$ cat config.mk
export PLATFORM = sky130hd
export DESIGN_NAME = period_timer
export DESIGN_NICKNAME = d
export VERILOG_FILES = /design/src/hw/period_timer_pkg.sv /design/src/hw/scaler_if.sv /design/src/hw/prescaler.sv /design/src/hw/postscaler.sv /design/src/hw/period_timer.sv
export SDC_FILE = /design/constraint.sdc
export NUM_CORES = 1
export LEC_CHECK = 0
export BUFFER_PORTS_ARGS = -buffer_cell sky130_fd_sc_hd__clkbuf_2
export CAP_MARGIN = 20
export CORE_MARGIN = 2
export CORE_UTILIZATION = 30
export CTS_BUF_LIST = sky130_fd_sc_hd__clkbuf_4 sky130_fd_sc_hd__clkbuf_8
export DETAILED_ROUTE_END_ITERATION = 16
export GPL_TIMING_DRIVEN = 1
export PLACE_DENSITY = 0.54
export SYNTH_ARGS = -nofsm -noshare
export SYNTH_HDL_FRONTEND = slang
export SYNTH_SLANG_ARGS = --single-unit
$ cat constraint.sdc
create_clock -name ref_clk_i -period 1.69 [get_ports ref_clk_i]
set_input_delay 0.169 -clock ref_clk_i [delete_from_list [all_inputs] [get_ports ref_clk_i]]
set_output_delay 0.169 -clock ref_clk_i [all_outputs]
set_load 0.02 [all_outputs]
$ cat src/hw/period_timer_pkg.sv
// constants, register map and types of the period timer
package period_timer_pkg;
   // register indices; byte address is four times the index
   localparam logic [7:0] IDX_PERIPHERAL_FLAGS = 8'h0C;
   localparam logic [7:0] IDX_FLAG_MASK = 8'h0D;
   localparam logic [7:0] IDX_TIMER_COUNT = 8'h11;
   localparam logic [7:0] IDX_TIMER_CONTROL = 8'h12;
   localparam logic [7:0] IDX_PERIOD_LIMIT = 8'h13;
   localparam int ADDR_W = 8;
   localparam int REG_W = 8;
   localparam logic [7:0] RST_FLAGS = 8'h00;
   localparam logic [7:0] RST_MASK = 8'h00;
   localparam logic [7:0] RST_COUNT = 8'h00;
   localparam logic [7:0] RST_CONTROL = 8'h00;
   localparam logic [7:0] RST_LIMIT = 8'hFF;
   localparam logic [7:0] CONTROL_WMASK = 8'h7F;
   localparam int MATCH_FLAG_BIT = 1;
   localparam int RUN_BIT = 2;
   localparam int PRE_LSB = 0;
   localparam int POST_LSB = 3;
   // instruction clock is oscillator divided by four
   localparam logic [1:0] QCLK_LAST = 2'h3;
   localparam logic [3:0] PRE_LAST_1 = 4'h0;
   localparam logic [3:0] PRE_LAST_4 = 4'h3;
   localparam logic [3:0] PRE_LAST_16 = 4'hF;
   localparam logic [1:0] RESP_OKAY = 2'h0;
   localparam logic [1:0] RESP_DECODEERROR = 2'h3;
   typedef logic [1:0] pre_sel_t;
   typedef logic [3:0] post_sel_t;
endpackage

$ cat src/hw/scaler_if.sv
// link between the timer core and its two scalers
`timescale 1ns/1ps
`default_nettype none
interface scaler_if;
   import period_timer_pkg::*;
   logic clr;
   logic run;
   pre_sel_t pre_sel;
   logic tick;
   logic match;
   post_sel_t post_sel;
   logic post_done;
   modport core (output clr, run, pre_sel, match, post_sel,
      input tick, post_done);
   modport pre (input clr, run, pre_sel, output tick);
   modport post (input clr, match, post_sel, output post_done);
endinterface
`default_nettype wire

$ cat src/hw/prescaler.sv
// instruction clock divider and 1/4/16 prescaler
`timescale 1ns/1ps
`default_nettype none
module prescaler
   import period_timer_pkg::*;
(
   input wire logic ref_clk_i,
   input wire logic rst_i,
   scaler_if.pre sif
);
   typedef struct packed {
      logic [1:0] qcnt;
      logic [3:0] pcnt;
      logic tick;
   } pre_state_s;

   pre_state_s st_r;
   pre_state_s st_nxt;

   function automatic logic [3:0] pre_last(input pre_sel_t sel);
      case (sel)
         2'h0: pre_last = PRE_LAST_1;
         2'h1: pre_last = PRE_LAST_4;
         default: pre_last = PRE_LAST_16;
      endcase
   endfunction

   always_comb begin
      st_nxt = st_r;
      st_nxt.tick = 1'b0;
      if (sif.clr) begin
         st_nxt.qcnt = 2'h0;
         st_nxt.pcnt = 4'h0;
      end else if (sif.run) begin
         st_nxt.qcnt = st_r.qcnt + 2'h1;
         if (st_r.qcnt == QCLK_LAST) begin
            if (st_r.pcnt >= pre_last(sif.pre_sel)) begin
               st_nxt.pcnt = 4'h0;
               st_nxt.tick = 1'b1;
            end else begin
               st_nxt.pcnt = st_r.pcnt + 4'h1;
            end
         end
      end
   end

   always_ff @(posedge ref_clk_i or posedge rst_i) begin
      if (rst_i) begin
         st_r <= '0;
      end else begin
         st_r <= st_nxt;
      end
   end

   assign sif.tick = st_r.tick;
endmodule
`default_nettype wire

$ cat src/hw/postscaler.sv
// 4-bit postscaler on the period match
`timescale 1ns/1ps
`default_nettype none
module postscaler
   import period_timer_pkg::*;
(
   input wire logic ref_clk_i,
   input wire logic rst_i,
   scaler_if.post sif
);
   typedef struct packed {
      logic [3:0] cnt;
      logic done;
   } post_state_s;

   post_state_s st_r;
   post_state_s st_nxt;

   always_comb begin
      st_nxt = st_r;
      st_nxt.done = 1'b0;
      if (sif.clr) begin
         st_nxt.cnt = 4'h0;
      end else if (sif.match) begin
         if (st_r.cnt >= sif.post_sel) begin
            st_nxt.cnt = 4'h0;
            st_nxt.done = 1'b1;
         end else begin
            st_nxt.cnt = st_r.cnt + 4'h1;
         end
      end
   end

   always_ff @(posedge ref_clk_i or posedge rst_i) begin
      if (rst_i) begin
         st_r <= '0;
      end else begin
         st_r <= st_nxt;
      end
   end

   assign sif.post_done = st_r.done;
endmodule
`default_nettype wire

$ cat src/hw/period_timer.sv
// period timer with prescaler, postscaler and avalon-mm registers
//
// Chosen here: the Avalon-MM interface to the registers.
`timescale 1ns/1ps
`default_nettype none
module period_timer
   import period_timer_pkg::*;
(
   input wire logic ref_clk_i,
   input wire logic rst_i,
   input wire logic [ADDR_W-1:0] address_i,
   input wire logic read_i,
   input wire logic write_i,
   input wire logic [3:0] byteenable_i,
   input wire logic [31:0] writedata_i,
   output logic [31:0] readdata_o,
   output logic [1:0] response_o,
   output logic waitrequest_o,
   output logic irq_o,
   output logic match_o
);
   typedef struct packed {
      logic ack;
      logic [31:0] rdata;
      logic [1:0] resp;
      logic [REG_W-1:0] count;
      logic [REG_W-1:0] limit;
      logic [REG_W-1:0] control;
      logic [REG_W-1:0] flags;
      logic [REG_W-1:0] mask;
      logic match;
   } core_state_s;

   core_state_s st_r;
   core_state_s st_nxt;
   scaler_if sif ();

   logic req;
   logic wr_go;
   logic lane0;
   logic [REG_W-1:0] wbyte;
   logic [7:0] idx;
   logic hit;
   logic [REG_W-1:0] rsel;
   logic wr_count;
   logic wr_control;

   prescaler u_pre (
      .ref_clk_i(ref_clk_i),
      .rst_i(rst_i),
      .sif(sif.pre)
   );

   postscaler u_post (
      .ref_clk_i(ref_clk_i),
      .rst_i(rst_i),
      .sif(sif.post)
   );

   // bus: one wait cycle, then the request is taken
   assign req = read_i | write_i;
   assign waitrequest_o = req & ~st_r.ack;
   assign wr_go = write_i & st_r.ack;
   assign lane0 = byteenable_i[0];
   assign wbyte = writedata_i[REG_W-1:0];
   assign idx = {2'h0, address_i[ADDR_W-1:2]};
   assign wr_count = wr_go & lane0 & (idx == IDX_TIMER_COUNT);
   assign wr_control = wr_go & lane0 & (idx == IDX_TIMER_CONTROL);

   always_comb begin
      hit = 1'b1;
      rsel = '0;
      case (idx)
         IDX_PERIPHERAL_FLAGS: rsel = st_r.flags;
         IDX_FLAG_MASK: rsel = st_r.mask;
         IDX_TIMER_COUNT: rsel = st_r.count;
         IDX_TIMER_CONTROL: rsel = st_r.control;
         IDX_PERIOD_LIMIT: rsel = st_r.limit;
         default: hit = 1'b0;
      endcase
   end

   // scaler clear on count or control write
   assign sif.clr = wr_count | wr_control;
   assign sif.run = st_r.control[RUN_BIT];
   assign sif.pre_sel = st_r.control[PRE_LSB +: 2];
   assign sif.post_sel = st_r.control[POST_LSB +: 4];
   assign sif.match = st_r.match;

   always_comb begin
      st_nxt = st_r;
      st_nxt.ack = req & ~st_r.ack;
      st_nxt.match = 1'b0;
      if (req & ~st_r.ack) begin
         st_nxt.rdata = {24'h0, rsel};
         st_nxt.resp = hit ? RESP_OKAY : RESP_DECODEERROR;
      end
      // counting; a software write to the count takes priority
      if (sif.tick && !wr_count) begin
         if (st_r.count == st_r.limit) begin
            st_nxt.count = '0;
            st_nxt.match = 1'b1;
         end else begin
            st_nxt.count = st_r.count + 8'h01;
         end
      end
      if (wr_go && lane0) begin
         case (idx)
            IDX_FLAG_MASK: st_nxt.mask = wbyte;
            IDX_TIMER_COUNT: st_nxt.count = wbyte;
            IDX_TIMER_CONTROL: st_nxt.control = wbyte & CONTROL_WMASK;
            IDX_PERIOD_LIMIT: st_nxt.limit = wbyte;
            IDX_PERIPHERAL_FLAGS: st_nxt.flags = st_r.flags & ~wbyte;
            default: st_nxt.limit = st_r.limit;
         endcase
      end
      // a postscaler completion wins over a clear in the same cycle
      if (sif.post_done) begin
         st_nxt.flags[MATCH_FLAG_BIT] = 1'b1;
      end
   end

   always_ff @(posedge ref_clk_i or posedge rst_i) begin
      if (rst_i) begin
         st_r.ack <= 1'b0;
         st_r.rdata <= '0;
         st_r.resp <= RESP_OKAY;
         st_r.count <= RST_COUNT;
         st_r.limit <= RST_LIMIT;
         st_r.control <= RST_CONTROL;
         st_r.flags <= RST_FLAGS;
         st_r.mask <= RST_MASK;
         st_r.match <= 1'b0;
      end else begin
         st_r <= st_nxt;
      end
   end

   assign readdata_o = st_r.rdata;
   assign response_o = st_r.resp;
   assign irq_o = |(st_r.flags & st_r.mask);
   assign match_o = st_r.match;
endmodule
`default_nettype wire

==> impl_results.md, run 1 <==
* Met1 WL at between 3000 and 4000 um
* Starting density of the core at 0.306
* Post-route DRC at 0
* Fin nets at 469
* Vias per cell at 4.89
* Max FO, Critical Path at 7
* Vias in the first global route at between 2k and 3k
* Reg clk slew, reported paths at around 0.070 ns
* Metal2 WL at 4250 um
* WL per Instance at ~16 um
* # IOs at between 80 and 90
* Clock Tree Root: clkbuf_8
* Worst R2R Path Depth at 6
* Die area at 12500 um^2
* Failing checks: setup timing
* Flops & latches, synth at 62
* Worst Path Required at 1.96 ns
* Initial DRC Count at 119
* Drt first pass iters at 4
* Setup TNS at -0.0642 ns
* Synthesized area per cell at 10.3 um^2
* Critical path type: reg2reg
* Vias at 2723
* Area Overhead vs Synth at 22.7%
* Ranking of synthesized cells by area: dfrtp_1 (39%), buf_4 (7.5%), mux2_2 (7.4%)
* Static Leak at about 1.9 nW
* First-pass GRT wire length at 14000 um
* Final GP Congestion at ~0.84
* RR Endpoint: u_post.sif.post_done$_DFF_PP0_
* Synth async-reset ratio at 1.00
* RSZ-0062 raised after global routing: true
* Worst setup margin at -0.0261 ns
* Post-synth top area share at 0.386
* DPL Wire Length at 6220 um
* Pre-CTS setup slack at -0.147 ns
* Worst path max stage delay at 0.43 ns
* Fin area at approximately 4300 um^2
* Antenna violations before repair at 0
* Hold Path Origin: writedata_i[7]
* Clk buf depth at 2
* Total GRT Usage at 0.143
* Die X at 112 um
* Share of layout cells above drive strength 1 at 0.372
* Area of the core at 11400 um^2
* Pins Over Slew Limit at 0
* Port bufs at 31
* CP arrival at 1.98 ns
* Placed cell count at roughly 540
* Reg2reg start: sif.post_sel[0]$_DFFE_PP0P_
* Max Freq at 583 MHz
* Synthesized instance count at 341
* Crit path cell chain: ha_4, nand2b_4, a2111oi_4, or3_4, buf_4, nor3b_2
* Post-synth cell types at 52
* # clock sinks at 62
* Final non-filler cell total at 557
* Predominant post-synthesis flop cell: dfrtp_1
* Number of flops mapped to enable cells by yosys at 0
* Slowest cell on crit path: dfrtp_1
* PwrDens at 973 nW/um^2
* Endpoints failing setup at 3
* Met3 WL at 309 um
* Yosys warns at 0
* Largest net degree at the start of global routing at 63
* GRT overflow at 0
* Clock Skews at 0.0138 ns
* Hold Path Depth at 2
* Final period utilization at 1.02
* Routed wire length at 8640 um
* Placed Area at 3970 um^2
* Antenna-violating nets left at 0
* Max Used Layer: met4
* Worst hold path class: in2reg
* Final Critical Period at 1.72 ns
* Crit path capture type: flip-flop
* WHS at 0.0715 ns
* R2R Setup Slk at -0.03 ns
* Max-Cap Viols at 0
* Status: finished with violations
* Cell Rows at 39
* Worst-Skew Late Latency at 0.35 ns
* Yosys top cell by area: dfrtp_1
* Maximum VDD drop at 353 uV
* Synthesized area at 3500 um^2
* CP bufs+invs at 1
* Sequential fraction of the synthesis area at 0.446
* Die Y at 112 um
* Startpoint Class: flip-flop
* Crit-path leading delay family: simple AND/OR/NAND/NOR gates
* CTS Buf Count at 9
* H-tree depth at 3
* Ant diodes at 0
* CTS tree: built
* WHS Endpoint: st_r[16]$_DFFE_PP0P_
* Fin. Hold Viols at 0
## worst max path at each step
stage / from / endpoint / slack [ns] / cells after the start
after global routing: u_post.st_r[1]$_DFFE_PP0P_ / u_post.st_r[3]$_DFFE_PP0P_ / -0.15 / 7
after floorplan: u_post.st_r[1]$_DFFE_PP0P_ / u_post.st_r[3]$_DFFE_PP0P_ / 0.001 / 8
final: sif.post_sel[0]$_DFFE_PP0P_ / u_post.sif.post_done$_DFF_PP0_ / -0.03 / 6
after global placement: address_i[5] / st_r[40]$_DFF_PP0_ / -0.14 / 6
after CTS: sif.post_sel[0]$_DFFE_PP0P_ / u_post.sif.post_done$_DFF_PP0_ / -0.005 / 6
after detailed placement: sif.post_sel[0]$_DFFE_PP0P_ / u_post.st_r[1]$_DFFE_PP0P_ / -0.15 / 6
## stage by stage
stage                util  total power [W]
floorplan               -          0.00258
global placement    0.347          0.00279
detailed placement  0.347          0.00283
CTS                 0.368          0.00411
global route        0.376          0.00443
finish              0.376          0.00417
## cell usage after synthesis (2+ instances only)
cell / number
o21a_1: 2
nand3_1: 10
xor2_1: 8
o211ai_1: 3
dfstp_2: 8
nor4_1: 3
clkbuf_1: 8
a22oi_1: 6
a22o_1: 7
nand2_1: 20
nor2b_1: 2
a21boi_0: 7
ha_1: 12
a31oi_1: 6
or3_1: 2
buf_2: 2
and3_1: 4
dfrtp_1: 54
nor3_1: 10
nand3b_1: 2
mux2i_1: 2
nor2_1: 17
o21ai_0: 6
nand2b_1: 6
nor3_2: 2
nor2_2: 2
a221oi_1: 9
nand4_1: 5
mux2_2: 23
inv_1: 10
or2_2: 3
clkinv_1: 2
nor3b_1: 2
buf_4: 35
a21oi_1: 19
a2bb2oi_1: 6
## layout make-up
type | count | area (um^2)
Multi-Input combinational cell | 245 | 1760
Tap cell | 143 | 179
Timing Repair Buffer | 79 | 547
Clock buffer | 13 | 173
Fill cell | 1156 | 7130
Inverter | 12 | 50.0
Sequential cell | 62 | 1560
Clock inverter | 3 | 17.5
## placed cells by master, fill, tap and decap left out, types with 7 or more instances in the layout
cell type / Yosys / final
dfrtp_1: 54 / 53
buf_4: 35 / 44
clkbuf_2: 0 / 31
conb_1: 1 / 24
mux2_2: 23 / 23
nand2_1: 20 / 19
nor2_1: 17 / 17
a21oi_1: 19 / 17
clkbuf_8: 0 / 12
nor3_1: 10 / 10
ha_1: 12 / 10
nand3_1: 10 / 9
a221oi_1: 9 / 9
inv_1: 10 / 8
xor2_1: 8 / 8
dfstp_2: 8 / 8
a22o_1: 7 / 7
a21boi_0: 7 / 7
## report_power, final
group	internal, W	switching, W	total [W]
Clock	0.000664	0.000585	0.00125
Combinational	0.000501	0.000583	0.00108
Sequential	0.00167	0.000174	0.00184
## sequential cells by signal, indices dropped and copies added (netlist names)
| signal | cells |
|---|---|
| u_pre.st_r | 6 |
| u_post.st_r | 4 |
| st_r | 33 |
| response_o | 1 |
| sif.run | 1 |
| sif.pre_sel | 2 |
| sif.post_sel | 4 |
| match_o | 1 |
| u_pre.sif.tick | 1 |
| readdata_o | 8 |
| u_post.sif.post_done | 1 |
## metal layers
layer	GRT usage	up-vias
met3	0.0381	9
met5	0	-
met4	0.0553	0
met2	0.230	45
li1	-	1329
met1	0.186	1340
## cells by family after synthesis
| logic type | share of synthesized area |
|---|---|
| mux | 0.0798 |
| simple gates | 0.150 |
| fa+ha+maj | 0.0429 |
| compound gates | 0.158 |
| xor+xnor | 0.0225 |
| buf+inv | 0.0994 |
| flops | 0.446 |
| other cells | 0.00107 |
## repair_timing
action,in CTS,in global routing
resized for setup,9,14
setup endpoints to repair,10,17
pin swaps,4,18
endpoints found under the hold margin,54,0
hold buffers,1,0
buffers inserted,0,4
Power figures use the tool's default switching activity.
==> run 2: changes to the inputs <==
--- a/config.mk
+++ b/config.mk
@@ -7,6 +7,7 @@
 export LEC_CHECK = 0
 export BUFFER_PORTS_ARGS = -buffer_cell sky130_fd_sc_hd__clkbuf_2
 export CAP_MARGIN = 20
+export CORE_ASPECT_RATIO = 1.75
 export CORE_MARGIN = 2
 export CORE_UTILIZATION = 30
 export CTS_BUF_LIST = sky130_fd_sc_hd__clkbuf_4 sky130_fd_sc_hd__clkbuf_8
==> impl_results.md, run 2 (synthesized netlist as in run 1, its figures left out) <==
* Clock Skews at 0.00942 ns
* Static Leak at 1.95 nW
* Ant diodes at 0
* WHS Endpoint: st_r[16]$_DFFE_PP0P_
* Vias in the first global route at 2750
* Hold Path Origin: writedata_i[7]
* Reg clk slew, reported paths at about 0.070 ns
* WHS at 0.0753 ns
* Port bufs at 31
* PwrDens at around 980 nW/um^2
* Cell Rows at 52
* CTS Buf Count at 9
* Total GRT Usage at 0.145
* Max Freq at 593 MHz
* Hold Path Depth at 2
* Critical path type: reg2reg
* Endpoints failing setup at 0
* Antenna-violating nets left at 0
* GRT overflow at 0
* Area of the core at 11500 um^2
* Reg2reg start: sif.post_sel[0]$_DFFE_PP0P_
* Drt first pass iters at 4
* Area Overhead vs Synth at 23.6%
* Crit path capture type: flip-flop
* Max-Cap Viols at 0
* Commonest non-fill, non-tap cell in the layout: dfrtp_1
* Vias per cell at 5.00
* Share of layout cells above drive strength 1 at 0.376
* Clk buf depth at 2
* Max FO, Critical Path at 7
* Commonest non-fill, non-tap cells in the layout: dfrtp_1 (54), buf_4 (44), clkbuf_2 (31)
* Starting density of the core at 0.306
* CP bufs+invs at 0
* WL per Instance at between 15 and 20 um
* Die Y at 147 um
* RR Endpoint: u_post.st_r[4]$_DFFE_PP0P_
* Maximum VDD drop at 391 uV
* Fin area at roughly 4300 um^2
* Final period utilization at 0.999
* Max reg flops at 33
* Largest net degree at the start of global routing at 46
* Status: completed
* Initial DRC Count at 85
* Clock Tree Root: clkbuf_8
* Vias at 2750
* R2R Setup Slk at 0.002 ns
* Pins Over Slew Limit at 0
* Fin nets at 470
* Final GP Congestion at 0.775
* # clock sinks at 62
* Die X at approximately 86 um
* # IOs at 85
* Crit path cell chain: ha_4, nand2b_4, a2111oi_4, or3_4, a31oi_2, a21oi_2
* Setup TNS at 0 ns
* Crit-path leading delay family: simple AND/OR/NAND/NOR gates
* Fin. Hold Viols at 0
* CTS tree: built
* Post-route DRC at 0
* CP arrival at around 1.9 ns
* Worst path max stage delay at ~0.42 ns
* Startpoint Class: flip-flop
* Final Critical Period at about 1.7 ns
* Worst Path Required at between 1.5 and 2 ns
* Die area at 12600 um^2
* DPL Wire Length at roughly 6700 um
* Placed Area at 3970 um^2
* First-pass GRT wire length at 14000 um
* RSZ-0062 raised after global routing: true
* Most flops, register: st_r
* Worst R2R Path Depth at 6
* Worst-Skew Late Latency at 0.35 ns
* Slowest cell on crit path: dfrtp_1
* Routed wire length at 8650 um
* H-tree depth at 3
* Worst hold path class: in2reg
* Antenna violations before repair at 0
* Total power at about 0.0042 W
[run 2: timing repair]
item / 4_1_cts / 5_1_grt
buffers inserted: 0 / 2
setup endpoints to repair: 10 / 14
pin swaps: 9 / 10
resized for setup: 10 / 16
gates cloned: 0 / 1
hold buffers: 1 / 0
hold endpoints to repair: 14 / 0
[run 2: report_power, final]
part	switching, W	internal, W	leakage (nW)	total [W]
registers	0.000165	0.00166	0.749	0.00183
logic	0.000604	0.000503	1.11	0.00111
clock network	0.000605	0.000691	0.0917	0.00130
total	0.00137	0.00286	1.95	0.00423
[run 2: how the worst max path moves through the flow]
| stage | from | to | slack (ns) | cells past startpoint |
|---|---|---|---|---|
| 6_report | sif.post_sel[0]$_DFFE_PP0P_ | u_post.st_r[4]$_DFFE_PP0P_ | 0.002 | 6 |
| 5_1_grt | u_post.st_r[1]$_DFFE_PP0P_ | u_post.sif.post_done$_DFF_PP0_ | -0.05 | 7 |
| 4_1_cts | sif.post_sel[0]$_DFFE_PP0P_ | u_post.st_r[3]$_DFFE_PP0P_ | -0.03 | 6 |
| 3_5_place_dp | u_post.st_r[1]$_DFFE_PP0P_ | u_post.st_r[3]$_DFFE_PP0P_ | -0.15 | 7 |
| 3_3_place_gp | address_i[5] | st_r[40]$_DFF_PP0_ | -0.12 | 6 |
| 2_1_floorplan | u_post.st_r[1]$_DFFE_PP0P_ | u_post.st_r[3]$_DFFE_PP0P_ | 0.001 | 8 |
[run 2: metrics by stage]
| stage | utilization | setup slack (ns) | instances |
|---|---|---|---|
| detailed placement | 0.347 | -0.148 | 530 |
| global route | 0.378 | -0.0533 | 550 |
| global placement | 0.347 | -0.123 | 530 |
| finish | 0.378 | 0.00239 | 550 |
| floorplan | - | 0.00105 | 364 |
| CTS | 0.369 | -0.0313 | 547 |
[run 2: per-layer routing]
layer | up-vias | global-route usage | part of all wire
li1 | 1322 | - | -
met1 | 1357 | 0.154 | 0.37
met2 | 62 | 0.273 | 0.58
met3 | 9 | 0.0275 | 0.029
met4 | 0 | 0.0603 | 0.016
met5 | - | 0 | 0
[run 2: cell type report]
cell class	instances	area [um^2]
Fill cell	1176	7130
Multi-Input combinational cell	245	1790
Sequential cell	62	1560
Timing Repair Buffer	80	552
Tap cell	135	169
Clock buffer	10	131
Clock inverter	6	62.6
Inverter	12	53.8
